<file path="src/hw/spra_pkg.sv">
// constants for the special-purpose register access block
// assumes one command clock shared by the controller and the device
package spra_pkg;
  // burst shape
  localparam int LOC_W = 8;
  localparam int LANES = 8;
  localparam int UIS = 8;
  localparam int LAT_W = 7;
  // command decode, {ras_n, cas_n, we_n} with act_n high
  typedef enum logic [2:0] {
    SPRA_CMD_MRS = 3'h0,
    SPRA_CMD_REF = 3'h1,
    SPRA_CMD_PRE = 3'h2,
    SPRA_CMD_WR = 3'h4,
    SPRA_CMD_RD = 3'h5,
    SPRA_CMD_NOP = 3'h7
  } spra_cmd_e;
  // mode register three select and field positions
  localparam logic [1:0] MODE3_BG = 2'h0;
  localparam logic [1:0] MODE3_BA = 2'h3;
  localparam int MODE3_FMT_HI = 12;
  localparam int MODE3_FMT_LO = 11;
  localparam int MODE3_GEAR = 3;
  localparam int MODE3_EN = 2;
  localparam int MODE3_PAGE_HI = 1;
  localparam int AUTO_PRE_BIT = 10;
  typedef enum logic [1:0] {
    SPRA_FMT_SERIAL = 2'h0,
    SPRA_FMT_PARALLEL = 2'h1,
    SPRA_FMT_STAGGER = 2'h2,
    SPRA_FMT_RSVD = 2'h3
  } spra_fmt_e;
  localparam logic [1:0] PAGE_PATTERN = 2'h0;
  localparam logic [1:0] PAGE_ERROR = 2'h1;
  localparam logic [1:0] PAGE_MIRROR = 2'h2;
  // pattern page reset values
  localparam logic [7:0] PAT0_RST = 8'h55;
  localparam logic [7:0] PAT1_RST = 8'h33;
  localparam logic [7:0] PAT2_RST = 8'h0F;
  localparam logic [7:0] PAT3_RST = 8'h00;
  // vendor page contents; values are arbitrary
  localparam logic [7:0] VENDOR0 = 8'h00;
  localparam logic [7:0] VENDOR1 = 8'h00;
  localparam logic [7:0] VENDOR2 = 8'h00;
  localparam logic [7:0] VENDOR3 = 8'h00;
endpackage

</file>
<file path="src/hw/spra_burst_if.sv">
// carries one read burst request and its serialized answer
// assumes both ends run on ref_clk
`timescale 1ns/10ps
interface spra_burst_if;
  logic start;
  logic [spra_pkg::LAT_W-1:0] latency;
  logic [spra_pkg::UIS-1:0][spra_pkg::LANES-1:0] ui_word;
  logic [spra_pkg::LANES-1:0] dq;
  logic dq_valid;
  modport src (output start, latency, ui_word, input dq, dq_valid);
  modport burst (input start, latency, ui_word, output dq, dq_valid);
endinterface

</file>
<file path="src/hw/spra_burst.sv">
// read latency counter and eight-beat output serializer
// assumes start is a one-cycle pulse on ref_clk; busy starts are dropped
`timescale 1ns/10ps
module spra_burst (
  // clock and reset
  input wire logic ref_clk,
  input wire logic reset,
  input wire logic clk_en,
  // request and answer
  spra_burst_if.burst bus
);
  typedef enum logic [1:0] {
    SPRA_B_IDLE = 2'h0,
    SPRA_B_WAIT = 2'h1,
    SPRA_B_SEND = 2'h2
  } spra_bst_e;

  typedef struct packed {
    spra_bst_e st;
    logic [spra_pkg::LAT_W-1:0] cnt;
    logic [2:0] ui;
    logic [spra_pkg::UIS-1:0][spra_pkg::LANES-1:0] words;
    logic [spra_pkg::LANES-1:0] dq;
    logic valid;
  } spra_bst_s;

  spra_bst_s q, d;

  always_comb begin
    d = q;
    case (q.st)
      SPRA_B_IDLE: begin
        d.valid = 1'b0;
        if (bus.start) begin
          d.words = bus.ui_word;
          d.cnt = bus.latency;
          d.st = SPRA_B_WAIT;
        end
      end
      SPRA_B_WAIT: begin
        // data leaves exactly latency edges after the command edge, or one edge when latency is zero
        if (q.cnt <= 7'h01) begin // RULE_21
          d.dq = q.words[0];
          d.valid = 1'b1;
          d.ui = 3'h1;
          d.st = SPRA_B_SEND;
        end else begin
          d.cnt = q.cnt - 7'h01;
        end
      end
      SPRA_B_SEND: begin
        if (q.ui == 3'h0) begin
          d.valid = 1'b0;
          d.st = SPRA_B_IDLE;
        end else begin
          d.dq = q.words[q.ui];
          d.ui = q.ui + 3'h1;
        end
      end
      default: d.st = SPRA_B_IDLE;
    endcase
  end

  always_ff @(posedge ref_clk or posedge reset) begin
    if (reset) begin
      q <= '0;
    end else if (clk_en) begin
      q <= d;
    end
  end

  assign bus.dq = q.dq;
  assign bus.dq_valid = q.valid;
endmodule

</file>
<file path="src/hw/spra_top.sv">
// special-purpose register access mode of a memory device
// assumes the command pins are driven from logic on ref_clk, one beat
// of data per ref_clk cycle instead of per clock edge
//
// Functional notes
// (RULE_01) four pages of four byte locations
// (RULE_02) pages 1 to 3 read in serial only
// (RULE_03) page 3 is vendor use, not relied on
// (RULE_04) no bus inversion on these reads
// (RULE_05) only listed commands while access enabled
// (RULE_06) auto precharge ignored while access enabled
// (RULE_07) no power-down or self refresh then
// (RULE_08) wait refresh cycle time after refresh
// (RULE_09) single-rate refresh only in this mode
// (RULE_10) finish sequences before any refresh
// (RULE_11) format field: serial, parallel, staggered
// (RULE_12) enable bit routes reads and writes here
// (RULE_13) page field selects one of four pages
// (RULE_14) bit 7 is address 7 and first beat
// (RULE_15) page 1 holds captured failing command frame
// (RULE_16) page 2 mirrors mode register settings
// (RULE_17) temperature status reports refresh rate need
// (RULE_18) mode set only by mode register writes
// (RULE_19) writes to pages 1 to 3 ignored
// (RULE_20) pattern page resets to defaults, keeps writes
// (RULE_21) read data bursts after additive plus CAS
// (RULE_22) recovery wait before leaving the mode
`timescale 1ns/10ps
module spra_top (
  // clock, reset, enable
  input wire logic ref_clk,
  input wire logic reset,
  input wire logic clk_en,
  // command and address bus
  input wire logic cs_n,
  input wire logic act_n,
  input wire logic ras_n,
  input wire logic cas_n,
  input wire logic we_n,
  input wire logic [1:0] bg,
  input wire logic [1:0] ba,
  input wire logic [17:0] addr,
  input wire logic par,
  // latency settings in cycles
  input wire logic [4:0] additive_latency,
  input wire logic [5:0] cas_latency,
  // settings mirrored on page 2, the parity latency code shown on page 1, and the read inversion setting
  input wire logic hard_repair_support,
  input wire logic soft_repair_support,
  input wire logic [2:0] write_termination,
  input wire logic [1:0] temp_status,
  input wire logic crc_write_enable,
  input wire logic dq_reference_range,
  input wire logic [5:0] dq_reference_level,
  input wire logic [4:0] cas_latency_code,
  input wire logic [2:0] cas_write_latency_code,
  input wire logic [2:0] nominal_termination,
  input wire logic [2:0] parity_latency_code,
  input wire logic read_dbi_setting,
  // error events
  input wire logic ca_parity_error,
  input wire logic crc_error,
  input wire logic error_status_clear,
  // read data and status
  output logic [7:0] dq_out,
  output logic dq_valid,
  output logic read_dbi_active,
  output logic access_active,
  output logic [1:0] read_format,
  output logic [1:0] active_page,
  // normal core path
  output logic core_access,
  output logic core_precharge
);
  typedef struct packed {
    logic en;
    logic [1:0] fmt;
    logic [1:0] page;
    logic gear;
    logic [3:0][7:0] pattern;
    logic [2:0][7:0] frame;
    logic crc_err;
    logic par_err;
    logic dbi;
    logic core_acc;
    logic core_pre;
  } spra_state_s;

  spra_state_s q, d;
  spra_burst_if bus ();

  logic cmd_valid;
  logic [2:0] cmd;
  logic rd_hit;
  logic wr_hit;
  logic [3:0][7:0] page_err;
  logic [3:0][7:0] page_mir;
  logic [3:0][7:0] page_ven;
  logic [3:0][7:0] sel_page;
  logic [1:0] eff_fmt;

  assign cmd_valid = ~cs_n & act_n;
  assign cmd = {ras_n, cas_n, we_n};
  // reads and writes are routed here only while enabled
  assign rd_hit = cmd_valid && q.en
    && cmd == spra_pkg::SPRA_CMD_RD; // RULE_12
  assign wr_hit = cmd_valid && q.en
    && cmd == spra_pkg::SPRA_CMD_WR; // RULE_12

  // page 1: captured frame plus error status
  always_comb begin
    page_err[0] = q.frame[0]; // RULE_15
    page_err[1] = q.frame[1]; // RULE_15
    page_err[2] = q.frame[2]; // RULE_15
    page_err[3] = {q.crc_err, q.par_err, parity_latency_code, 3'h0};
  end

  // page 2: live mirrors of the inputs plus the registered gear bit, so always current
  always_comb begin
    page_mir[0] = {hard_repair_support, soft_repair_support,
      write_termination[2], temp_status, crc_write_enable,
      write_termination[1:0]}; // RULE_16 RULE_17
    page_mir[1] = {dq_reference_range, dq_reference_level,
      q.gear}; // RULE_16
    page_mir[2] = {cas_latency_code, cas_write_latency_code}; // RULE_16
    page_mir[3] = {nominal_termination, 5'h00}; // RULE_16
  end

  always_comb begin
    page_ven[0] = spra_pkg::VENDOR0;
    page_ven[1] = spra_pkg::VENDOR1;
    page_ven[2] = spra_pkg::VENDOR2;
    page_ven[3] = spra_pkg::VENDOR3;
  end

  // page select for reads
  always_comb begin
    case (q.page) // RULE_13 RULE_01
      spra_pkg::PAGE_PATTERN: sel_page = q.pattern;
      spra_pkg::PAGE_ERROR: sel_page = page_err;
      spra_pkg::PAGE_MIRROR: sel_page = page_mir;
      default: sel_page = page_ven;
    endcase
  end

  // non-pattern pages and the reserved code fall back to serial
  always_comb begin
    if (q.page != spra_pkg::PAGE_PATTERN) begin
      eff_fmt = spra_pkg::SPRA_FMT_SERIAL; // RULE_02
    end else if (q.fmt == spra_pkg::SPRA_FMT_RSVD) begin
      eff_fmt = spra_pkg::SPRA_FMT_SERIAL; // RULE_11
    end else begin
      eff_fmt = q.fmt; // RULE_11
    end
  end

  // in serial and staggered, beat u carries bit 7-u (parallel puts bit 7-l on lane l); the staggered lanes walk the locations
  always_comb begin
    logic [1:0] lane_loc;
    lane_loc = 2'h0;
    for (int u = 0; u < spra_pkg::UIS; u++) begin
      for (int l = 0; l < spra_pkg::LANES; l++) begin
        lane_loc = ba + l[1:0];
        case (eff_fmt)
          spra_pkg::SPRA_FMT_PARALLEL:
            bus.ui_word[u][l] = sel_page[ba][7-l];
          spra_pkg::SPRA_FMT_STAGGER:
            bus.ui_word[u][l] = sel_page[lane_loc][7-u]; // RULE_14
          default:
            bus.ui_word[u][l] = sel_page[ba][7-u]; // RULE_14
        endcase
      end
    end
  end

  assign bus.start = rd_hit;
  assign bus.latency = 7'(additive_latency) + 7'(cas_latency); // RULE_21

  spra_burst u_burst (
    .ref_clk(ref_clk),
    .reset(reset),
    .clk_en(clk_en),
    .bus(bus)
  );

  always_comb begin
    d = q;
    d.core_acc = 1'b0;
    d.core_pre = 1'b0;
    // mode fields change only through a write to mode register three
    if (cmd_valid && cmd == spra_pkg::SPRA_CMD_MRS
        && bg == spra_pkg::MODE3_BG && ba == spra_pkg::MODE3_BA) begin
      d.en = addr[spra_pkg::MODE3_EN]; // RULE_18 RULE_12
      d.fmt = addr[spra_pkg::MODE3_FMT_HI:spra_pkg::MODE3_FMT_LO]; // RULE_11
      d.page = addr[spra_pkg::MODE3_PAGE_HI:0]; // RULE_13
      d.gear = addr[spra_pkg::MODE3_GEAR];
    end
    // only the pattern page takes writes
    if (wr_hit && q.page == spra_pkg::PAGE_PATTERN) begin // RULE_19
      d.pattern[ba] = addr[7:0]; // RULE_14 RULE_20
    end
    // outside the mode, commands go to the core as usual
    if (cmd_valid && !q.en && (cmd == spra_pkg::SPRA_CMD_RD // RULE_06
        || cmd == spra_pkg::SPRA_CMD_WR)) begin
      d.core_acc = 1'b1;
      d.core_pre = addr[spra_pkg::AUTO_PRE_BIT];
    end
    // in the mode the auto-precharge bit is simply not looked at
    // RULE_06 holds because both pulses need the mode off
    d.dbi = read_dbi_setting & ~d.en; // RULE_04
    // first error frame is kept until cleared; a new event beats clear
    if (error_status_clear) begin
      d.par_err = 1'b0;
      d.crc_err = 1'b0;
    end
    if (ca_parity_error && !q.par_err) begin
      d.frame[0] = addr[7:0]; // RULE_15
      d.frame[1] = {cas_n, we_n, addr[13:8]}; // RULE_15
      d.frame[2] = {par, act_n, bg[1], bg[0], ba[1], ba[0],
        addr[17], ras_n}; // RULE_15
    end
    if (ca_parity_error) begin
      d.par_err = 1'b1;
    end
    if (crc_error) begin
      d.crc_err = 1'b1;
    end
  end

  always_ff @(posedge ref_clk or posedge reset) begin
    if (reset) begin
      q <= '0;
      q.pattern <= {spra_pkg::PAT3_RST, spra_pkg::PAT2_RST,
        spra_pkg::PAT1_RST, spra_pkg::PAT0_RST}; // RULE_20
    end else if (clk_en) begin
      q <= d;
    end
  end

  assign dq_out = bus.dq;
  assign dq_valid = bus.dq_valid;
  assign read_dbi_active = q.dbi;
  assign access_active = q.en;
  assign read_format = q.fmt;
  assign active_page = q.page;
  assign core_access = q.core_acc;
  assign core_precharge = q.core_pre;
endmodule

</file>
<file path="config.mk">
export PLATFORM = sky130hd
export DESIGN_NAME = spra_top
export DESIGN_NICKNAME = d
export VERILOG_FILES = /design/src/hw/spra_pkg.sv /design/src/hw/spra_burst_if.sv /design/src/hw/spra_burst.sv /design/src/hw/spra_top.sv
export SDC_FILE = /design/constraint.sdc
export NUM_CORES = 1
export LEC_CHECK = 0
export BUFFER_PORTS_ARGS = -buffer_cell sky130_fd_sc_hd__buf_2
export CORE_MARGIN = 3
export CORE_UTILIZATION = 30
export DETAILED_ROUTE_END_ITERATION = 16
export PLACE_DENSITY = 0.58
export SYNTH_ARGS = -nofsm -noshare
export SYNTH_HDL_FRONTEND = slang
export SYNTH_SLANG_ARGS = --single-unit
</file>
<file path="constraint.sdc">
create_clock -name ref_clk -period 6.5 [get_ports ref_clk]
set_clock_uncertainty 0.1 [all_clocks]
set_input_delay 0.325 -clock ref_clk [delete_from_list [all_inputs] [get_ports ref_clk]]
set_output_delay 0.325 -clock ref_clk [all_outputs]
set_load 0.005 [all_outputs]
</file>
# Word level (Yosys, flattened, before mapping)
# Cells that the tools add are included.
[op_classes] addsub=6 magnitude_cmp=7 eq_ne=15 muxes=97 bitwise_logic=4 reduce_logical=35
[op_table] operator="32-bit case mux with 3 select lines" n=1
[op_table] operator="1-bit case mux with 2 select lines" n=42
[op_table] operator="8-bit binary-select mux with 2-bit select" n=4
[op_table] operator="8-bit two-way mux" n=7
[op_table] operator="32-bit bitwise mux" n=1
[op_table] operator="8-bit binary-select mux with 3-bit select" n=1
[op_table] operator="1-bit two-way mux" n=23
[op_table] operator="9-bit two-way mux" n=2
[op_table] operator="8-bit demux with 2-bit select" n=1
[op_table] operator="8-bit case mux with 2 select lines" n=1
[op_table] operator="4-bit AND reduction" n=4
[op_table] operator="7-bit case mux with 2 select lines" n=1
[op_table] operator="2-bit by 3-bit less-than comparator with 1-bit output, second input constant" n=4
[op_table] operator="2-bit two-way mux" n=6
[op_table] operator="1-bit logical AND" n=11
[op_table] operator="2-bit equality test, second input constant" n=5
[op_table] operator="2-bit AND reduction" n=5
[op_table] operator="2-bit nonzero test" n=5
[op_table] operator="5-bit by 6-bit adder with 7-bit output" n=1
[op_table] operator="7-bit by 1-bit <= comparator with 1-bit output, second input constant" n=1
[op_table] operator="7-bit two-way mux" n=1
[op_table] operator="7-bit by 1-bit subtractor with 7-bit output, second input constant" n=1
[op_table] operator="2-bit by 1-bit equality test with 1-bit output, second input constant" n=3
[op_table] operator="3-bit equality test, second input constant" n=2
[op_table] operator="other kinds (20)" n=31
[totals] ff_bits=152 input_bits=75 output_inout_bits=17 wordCells=193

# Depth between registers and ports, before layout
# Gate-level depths: netlist of the first run.
[depth] depth_word=8 depth_mapped=12 mapped_depth_nobuf=9

# Hierarchy
# From an unflattened synthesis of the first run, not the netlist that was laid out.
[unflattened] cells_unflattened=836 hier_area_um2=9275.1
[modules_own_cells] module="spra_top" n_inst=1 cells_each=501 area_each_um2=5093.6 seq_area_each_um2=1691.6
[modules_own_cells] module="spra_burst" n_inst=1 cells_each=335 area_each_um2=4181.5 seq_area_each_um2=2127.0

# Worst setup path after synthesis of the first run
# OpenSTA, ideal clock, no wires.
[synth_path] path_kind="flip-flop to flip-flop" from="register q, in the netlist active_page[0]" to="register u_burst.q[15] (netlist name)" setup_ns=0.121 arrival_ns=2.628 t_required_ns=6.279 path_slack_ns=3.651 stages_incl_launch_ff=13 n_path_buf=3 period_less_slack_ns=2.849 cell_sequence="dfrtp_1 > buf_6 > or2_2 > clkbuf_1 > nor3b_1 > inv_1 > ha_1 > clkbuf_1 > inv_1 > nor2_1 > a22oi_2 > or3b_1 > a22o_1"
[synth_between] elab_chain_cells=5 word_cells_on_any_way=13 classes_between="eq/ne (4); mux (7); reduce/logical (2)"
[synth_lines] item="start, declared" line="spra_top.sv:89" rtl="spra_state_s q, d;"
[synth_lines] item="2-bit equality test (tied with other cells)" line="spra_top.sv:138" rtl="case (q.page)"
[synth_lines] item="32-bit case mux with 3 select lines" line="spra_top.sv:138"
[synth_lines] item="8-bit binary-select mux with 2-bit select, on equally long branches" line="spra_top.sv:166, spra_top.sv:170, spra_top.sv:168"
[synth_lines] item="8-bit two-way mux"
[synth_lines] item="1-bit case mux with 2 select lines (*)" line="spra_top.sv:164" rtl="case (eff_fmt)"
[synth_lines] item="end signal, assigned" line="spra_burst.sv:66" rtl="q <= '0;"
[synth_lines] item="end signal, assigned" line="spra_burst.sv:68" rtl="q <= d;"
[synth_lines] item="end, declared" line="spra_burst.sv:27" rtl="spra_bst_s q, d;"
# Mark *: on every way between the ends. The rest lies on a longest branch, timed or not. The select of a mux whose other input is x is not followed.
# A chain may end at the register's enable or synchronous reset.

# Worst setup path in the final report of the first run
# Same ends and word-level chain as after synthesis.

==> flow_summary_export.csv, run 1 <==
group,metric,value,unit
logic_synthesis,synth_area,9280,um2
sta,final_max_slew_viol_count,0,
logic_synthesis,yosysTopAreaCell,"dfrtp_1",
setup_path,cp_max_fo,45,
sta,setup_viol,0,
sta,worst_pin_slew,1.15,ns
layout,final_cell_mix,"138 x dfrtp_1, 88 x buf_2, 75 x mux2_2, 61 x nand2_1, 57 x nor2_1",
detailed_routing,drc,0,
die,die_y,182,um
sta,slew-limit-headroom,23.6,%
layout,final_net_count,1004,
sta,hold_viol,0,
logic_synthesis,synth-edff-count,0,
outcome,status,"completed",
sta,fmax,270,MHz
detailed_routing,detail_route.wl_per_cell,19.8,um
logic_synthesis,async_reset_ff_share,100,%
die,row_count,63,
cts,clk_latency,0.42,ns
setup_path,worst_path_max_delay_cell,"ha_1",
detailed_routing,drtPass1Iterations,5,
logic_synthesis,synth_mux_area_share,21.9,%
placed_design,hpwl,18.8,mm
logic_synthesis,syn_nets,957,
cts,tritoncts,"built",
logic_synthesis,synth_top_family_by_area,"multiplexers",
detailed_routing,drtIter0Drc,496,
cts,htreeDepth,4,
logic_synthesis,synth_compound_area_share,15.6,%
global_route,grt_overflow,0,
setup_path,rr_startpoint,"active_page[0]",
hold_path,hold_path_class,"input port to async pin",
cts,postCtsSetupBuffers,0,
cts,cts-buffers-inserted,17,
layout,design_area,10500,um2
logic_synthesis,synthCells,866,
logic_synthesis,yosys.area_share.adder,2.24,%
detailed_routing,vias,7198,
power,power.density,240,nW/um2
placed_design,gp_congestion,0.879,
sta,grt_setup_unrepaired,"no",
die,boundaryPins,92,
setup_path,slowest_delay,0.82,ns
detailed_routing,wirelength,26.1,mm
setup_path,worstPathCellList,"or2_2 -> nor3b_1 -> ha_1 -> nand2_1 -> o22ai_1 -> or3b_1 -> a22o_1",
setup_path,endpoint_kind,"flip-flop",
global_route,track_usage,15.6,%
setup_path,cp.arrival,3.97,ns
power,max-vdd-ir-drop,0.150,mV
global_route,grt_pass1_vias,7139,
logic_synthesis,yosys.area_share.simple,13.9,%
logic_synthesis,ys_ff_latch,152,
die,die_area,33100,um2
cts,path_clk_slew,0.06,ns
layout,drive_gt1_share,28.9,%
placed_design,place_area,9920,um2
cts,clock_path_buffers,2,
die,core,30000,um2
logic_synthesis,synth_cell_types,73,
global_route,grt_start_max_net_pins,97,
logic_synthesis,avgSynthCellArea,10.7,um2
detailed_routing,vias_per_cell,5.47,
detailed_routing,ant_nets,0,
layout,area_growth,13.3,%
setup_path,ff2ff_setup_slack,2.79,ns
global_route,grt_pass1_wl,40.8,mm
power,leakagePower,4.40,nW
setup_path,critPathLaunchType,"flip-flop",
cts,clock_sinks,152,
cts,hold_buffers,0,
die,die_x,182,um
layout,diodes,0,
logic_synthesis,synth_area_leaders,"dfrtp_1 38%, mux2_2 9.1%, mux4_2 8.5%",
die,start_util,30.9,%
logic_synthesis,synth_ff_type,"dfrtp_1",
setup_path,path_class,"flip-flop to flip-flop",
sta,post-route-min-period,3.71,ns
cts,root_buffer,"clkbuf_16",
global_route,grt_antenna_before_repair,0,
setup_path,worstPathRequired,6.76,ns
logic_synthesis,yosysSeqAreaShare,41.2,%
placed_design,port_buffers,88,
setup_path,r2r-end,"u_burst.q[15]",
logic_synthesis,synth_xor_xnor_area_share,0.378,%
sta,fin_setup_tns,0,ns
flow_run,maxCapViolations,0,
logic_synthesis,synth_top_cell_area_share,37.8,%
setup_path,reg2regPathDepth,7,
cts,ctsResizeCount,0,
sta,min_period_over_period,57.1,%
logic_synthesis,yosysWarnings,0,
layout,final_common_cell,"dfrtp_1",
==> per-stage QoR <==
step | utilization (%) | setup WS (ns) | cells | power, W | hold slack (ns)
final | 35.0 | 2.79 | 1316 | 0.00252 | 0.0110
after global routing | 35.0 | 2.46 | 1316 | 0.00264 | 0.0179
after global placement | 33.0 | 2.73 | 1284 | 0.00153 | 0.364
after detailed placement | 33.0 | 2.64 | 1284 | 0.00154 | 0.371
after floorplan | - | 2.00 | 866 | 0.00141 | 0.340
after CTS | 35.0 | 2.81 | 1316 | 0.00255 | 0.0191
==> how the worst max path moves through the flow <==
stage              startpoint            end  slack (ns)  cells after the start
2_1_floorplan           reset  access_active        2.00                      1
3_3_place_gp            ba[0]  u_burst.q[34]        2.73                      8
3_5_place_dp            ba[0]  u_burst.q[48]        2.64                      8
4_1_cts        active_page[0]  u_burst.q[15]        2.81                      7
5_1_grt        active_page[0]  u_burst.q[39]        2.46                      7
6_report       active_page[0]  u_burst.q[15]        2.79                      7
==> cells by family (layout without fill, tap and decap cells) <==
logic type	Yosys count	after routing
flops	152	152
simple gates	241	241
fa+ha+maj	16	16
xor+xnor	4	4
buf+inv	90	150
compound gates	215	215
mux	148	148
==> Yosys cell counts, types with 4 or more instances <==
| library cell | n |
|---|---|
| mux4_2 | 35 |
| buf_2 | 11 |
| o221ai_1 | 4 |
| a31oi_1 | 10 |
| clkbuf_1 | 34 |
| a311oi_1 | 4 |
| o211ai_1 | 10 |
| a22oi_1 | 5 |
| dfstp_2 | 12 |
| o21ai_0 | 43 |
| nor2b_1 | 20 |
| inv_1 | 19 |
| nand4b_1 | 5 |
| nand2b_1 | 16 |
| o31ai_1 | 4 |
| nand4_1 | 5 |
| a21o_1 | 8 |
| or4bb_1 | 4 |
| o22a_1 | 11 |
| buf_6 | 5 |
| o22ai_1 | 23 |
| a22o_1 | 14 |
| a21oi_1 | 34 |
| nand3_1 | 9 |
| nor4_1 | 4 |
| nand2_1 | 61 |
| dfrtp_1 | 140 |
| o21ai_1 | 11 |
| nor3_1 | 16 |
| mux2_2 | 75 |
| nor2_1 | 57 |
| a211oi_1 | 5 |
| mux2i_1 | 32 |
| ha_1 | 15 |
| nor4bb_1 | 4 |
| a221oi_1 | 4 |
| and3_1 | 6 |
| nand3b_1 | 10 |
| buf_4 | 16 |
| buf_1 | 4 |
| o2111ai_1 | 5 |
==> layout make-up <==
cell class / count / area (um2)
Tap cell: 390 / 488
Multi-Input combinational cell: 624 / 5020
Timing Repair Buffer: 98 / 515
Sequential cell: 152 / 3820
Clock buffer: 22 / 474
Inverter: 20 / 80.1
Clock inverter: 10 / 118
Fill cell: 3033 / 19500
==> per-layer routing <==
metal	wire (um)	part of all wire, %	global-route usage [%]
met2	12200	47	24.9
met4	523	2.0	4.42
met3	1130	4.3	3.02
met5	0	0	0
met1	12200	47	21.6
==> critical path: cells and delay by family, from the launching register on <==
family / cells / cell delay (ns)
flip-flops: 1 / 0.69
adder cells (fa/ha/maj): 1 / 0.82
AND/OR/NAND/NOR: 4 / 1.33
AO/OA/AOI/OAI: 2 / 0.68
==> registers in the layout, summed over array words and instances (netlist names) <==
signal	flops
read_dbi_active	1
u_burst.bus.dq	8
page_mir	1
read_format	2
active_page	2
page_err	26
u_burst.q	76
q	32
core_precharge	1
access_active	1
core_access	1
u_burst.bus.dq_valid	1
==> report_power, final <==
group	total (W)	switching, W	internal (W)
logic	0.000407	0.000223	0.000185
registers	0.00111	0.0000885	0.00102
clock network	0.00101	0.000407	0.000598
(Power assumes the default switching activity.)
==> inputs of run 2 (changes only) <==
Clock period 6.5 ns to 3.5 ns, I/O delays scaled along.
==> run 2 against run 1 <==
Utilization rose by 1.5 points. Critical endpoint is now u_burst.q[12]. Via count rose by 2.0%. Power rose by 91%. Highest routed layer unchanged. Sequential power rose by 83%. Sequential cell count did not move. Register-to-register slack got worse by 2.3 ns. Global-route usage rose by 0.67 points.
==> flow_summary_export.csv, run 2 (synthesized netlist as in run 1, its figures left out) <==
group,metric,value,unit
hold_path,hold_path_class,"input port to flip-flop",
global_route,grt_pass1_wl,42.7,mm
sta,final_max_slew_viol_count,0,
cts,path_clk_slew,0.06,ns
setup_path,worstPathCellList,"or2_2 -> nor3b_1 -> inv_1 -> ha_1 -> inv_1 -> nor2_1 -> a22oi_1 -> or3b_1 -> a22o_1",
die,die_area,33100,um2
setup_path,crit_end,"u_burst.q[12]",
flow_run,maxCapViolations,0,
detailed_routing,routed.top_layer,"met4",
setup_path,reg2regPathDepth,9,
sta,hold_viol,0,
layout,largest_reg_flops,76,
setup_path,crit_buf_inv,2,
setup_path,critPathLaunchType,"flip-flop",
cts,htreeDepth,4,
sta,slew-limit-headroom,46.0,%
setup_path,worstPathRequired,3.72,ns
setup_path,endpoint_kind,"flip-flop",
detailed_routing,drtIter0Drc,649,
outcome,status,"completed",
setup_path,cp.arrival,3.21,ns
cts,clock_sinks,152,
detailed_routing,wl_met2,12.5,mm
setup_path,path_class,"flip-flop to flip-flop",
setup_path,r2r-end,"u_burst.q[12]",
layout,layout.filler_cells,2998,
setup_path,slowest_delay,0.50,ns
layout,final_cell_mix,"138 x dfrtp_1, 88 x buf_2, 75 x mux2_2, 61 x nand2_1, 57 x nor2_1",
cts,cts-buffers-inserted,17,
global_route,track_usage,16.3,%
setup_path,cp_max_fo,12,
cts,root_buffer,"clkbuf_16",
setup_path,crit_family,"simple AND/OR/NAND/NOR gates",
sta,fmax,334,MHz
setup_path,worst_path_max_delay_cell,"dfrtp_2",
sta,setup_viol,0,
die,die_y,182,um
global_route,grt_overflow,0,
global_route,grt_start_max_net_pins,86,
detailed_routing,ant_nets,0,
detailed_routing,wl_met1,12.1,mm
setup_path,startpoint,"active_page[0]",
global_route,grt_pass1_vias,7552,
setup_path,worst-path-stages,9,
placed_design,hpwl,19.5,mm
layout,seq_area,3820,um2
global_route,grt_antenna_before_repair,0,
layout,area_growth,18.3,%
cts,postCtsSetupBuffers,0,
cts,clk_latency,0.43,ns
sta,worst_pin_slew,0.810,ns
power,leakagePower,4.62,nW
detailed_routing,vias_per_cell,5.39,
cts,ctsResizeCount,0,
power,max-vdd-ir-drop,0.236,mV
setup_path,rr_startpoint,"active_page[0]",
sta,min_period_over_period,85.6,%
layout,final_common_cell,"dfrtp_1",
detailed_routing,wirelength,26.5,mm
setup_path,ff2ff_setup_slack,0.50,ns
die,core,30000,um2
detailed_routing,drtPass1Iterations,5,
setup_path,cp_common_cell,"inv_1",
placed_design,gp_congestion,0.878,
detailed_routing,drc,0,
die,row_count,63,
layout,diodes,0,
sta,grt_setup_unrepaired,"no",
placed_design,port_buffers,88,
layout,regMostFlops,"u_burst.q",
layout,multi_input_area,5020,um2
layout,drive_gt1_share,29.4,%
die,boundaryPins,92,
die,die_x,182,um
power,power.density,438,nW/um2
sta,post-route-min-period,3.00,ns
sta,fin_setup_tns,0,ns
layout,final_net_count,1050,
cts,clock_path_buffers,2,
detailed_routing,vias,7345,
detailed_routing,detail_route.wl_per_cell,19.5,um
layout,fin_util,36.6,%
die,start_util,30.9,%
cts,tritoncts,"built",
detailed_routing,wl_met3,1.22,mm
[run 2: where the power goes]
| group | internal (W) | switching (W) |
|---|---|---|
| sequential | 0.00190 | 0.000131 |
| clock | 0.00118 | 0.000756 |
| combinational | 0.000385 | 0.000459 |
[run 2: per-layer routing]
metal / GRT usage [%] / vias up
li1: - / 3439
met1: 22.4 / 3670
met2: 26.0 / 207
met3: 2.90 / 29
met4: 5.24 / 0
met5: 0 / -
[run 2: final cells by class]
| cell class | count | share of cell area (%) |
|---|---|---|
| Tap cell | 390 | 4.44 |
| Multi-Input combinational cell | 624 | 45.7 |
| Clock inverter | 10 | 1.30 |
| Inverter | 20 | 0.718 |
| Clock buffer | 22 | 4.32 |
| Timing Repair Buffer | 144 | 8.71 |
| Sequential cell | 152 | 34.8 |
[run 2: through the flow]
stage / instance area [um2] / instances / setup WS (ns) / power, W / hold WS (ns)
floorplan: 9280 / 866 / 0.651 / 0.00261 / 0.190
global placement: 10100 / 1302 / 0.555 / 0.00287 / 0.172
detailed placement: 10100 / 1302 / 0.556 / 0.00288 / 0.183
CTS: 11000 / 1362 / 0.528 / 0.00487 / 0.0284
global route: 11000 / 1362 / 0.330 / 0.00505 / 0.0721
finish: 11000 / 1362 / 0.503 / 0.00481 / 0.0396
[run 2: timing repair]
action / 4_1_cts / 5_1_grt
hold endpoints to repair: 82 / 0
endpoints found under the setup margin: 0 / 0
hold buffers: 28 / 0
[run 2: worst min path at each step]
stage              startpoint               to  slack [ns]  cells after the start
3_3_place_gp            reset  read_dbi_active        0.17                      2
3_5_place_dp            reset  read_dbi_active        0.18                      2
5_1_grt               addr[2]            q[55]        0.07                      2
6_report       cas_latency[0]    u_burst.q[76]        0.04                      4
2_1_floorplan           cas_n      core_access        0.19                      1
4_1_cts        cas_latency[0]    u_burst.q[76]        0.03                      4
[run 2: worst min-delay path, cell delays in order]
cell and delay, ns:
buf_2 0.08, ha_1 0.13, nand3_1 0.06, o211ai_1 0.07
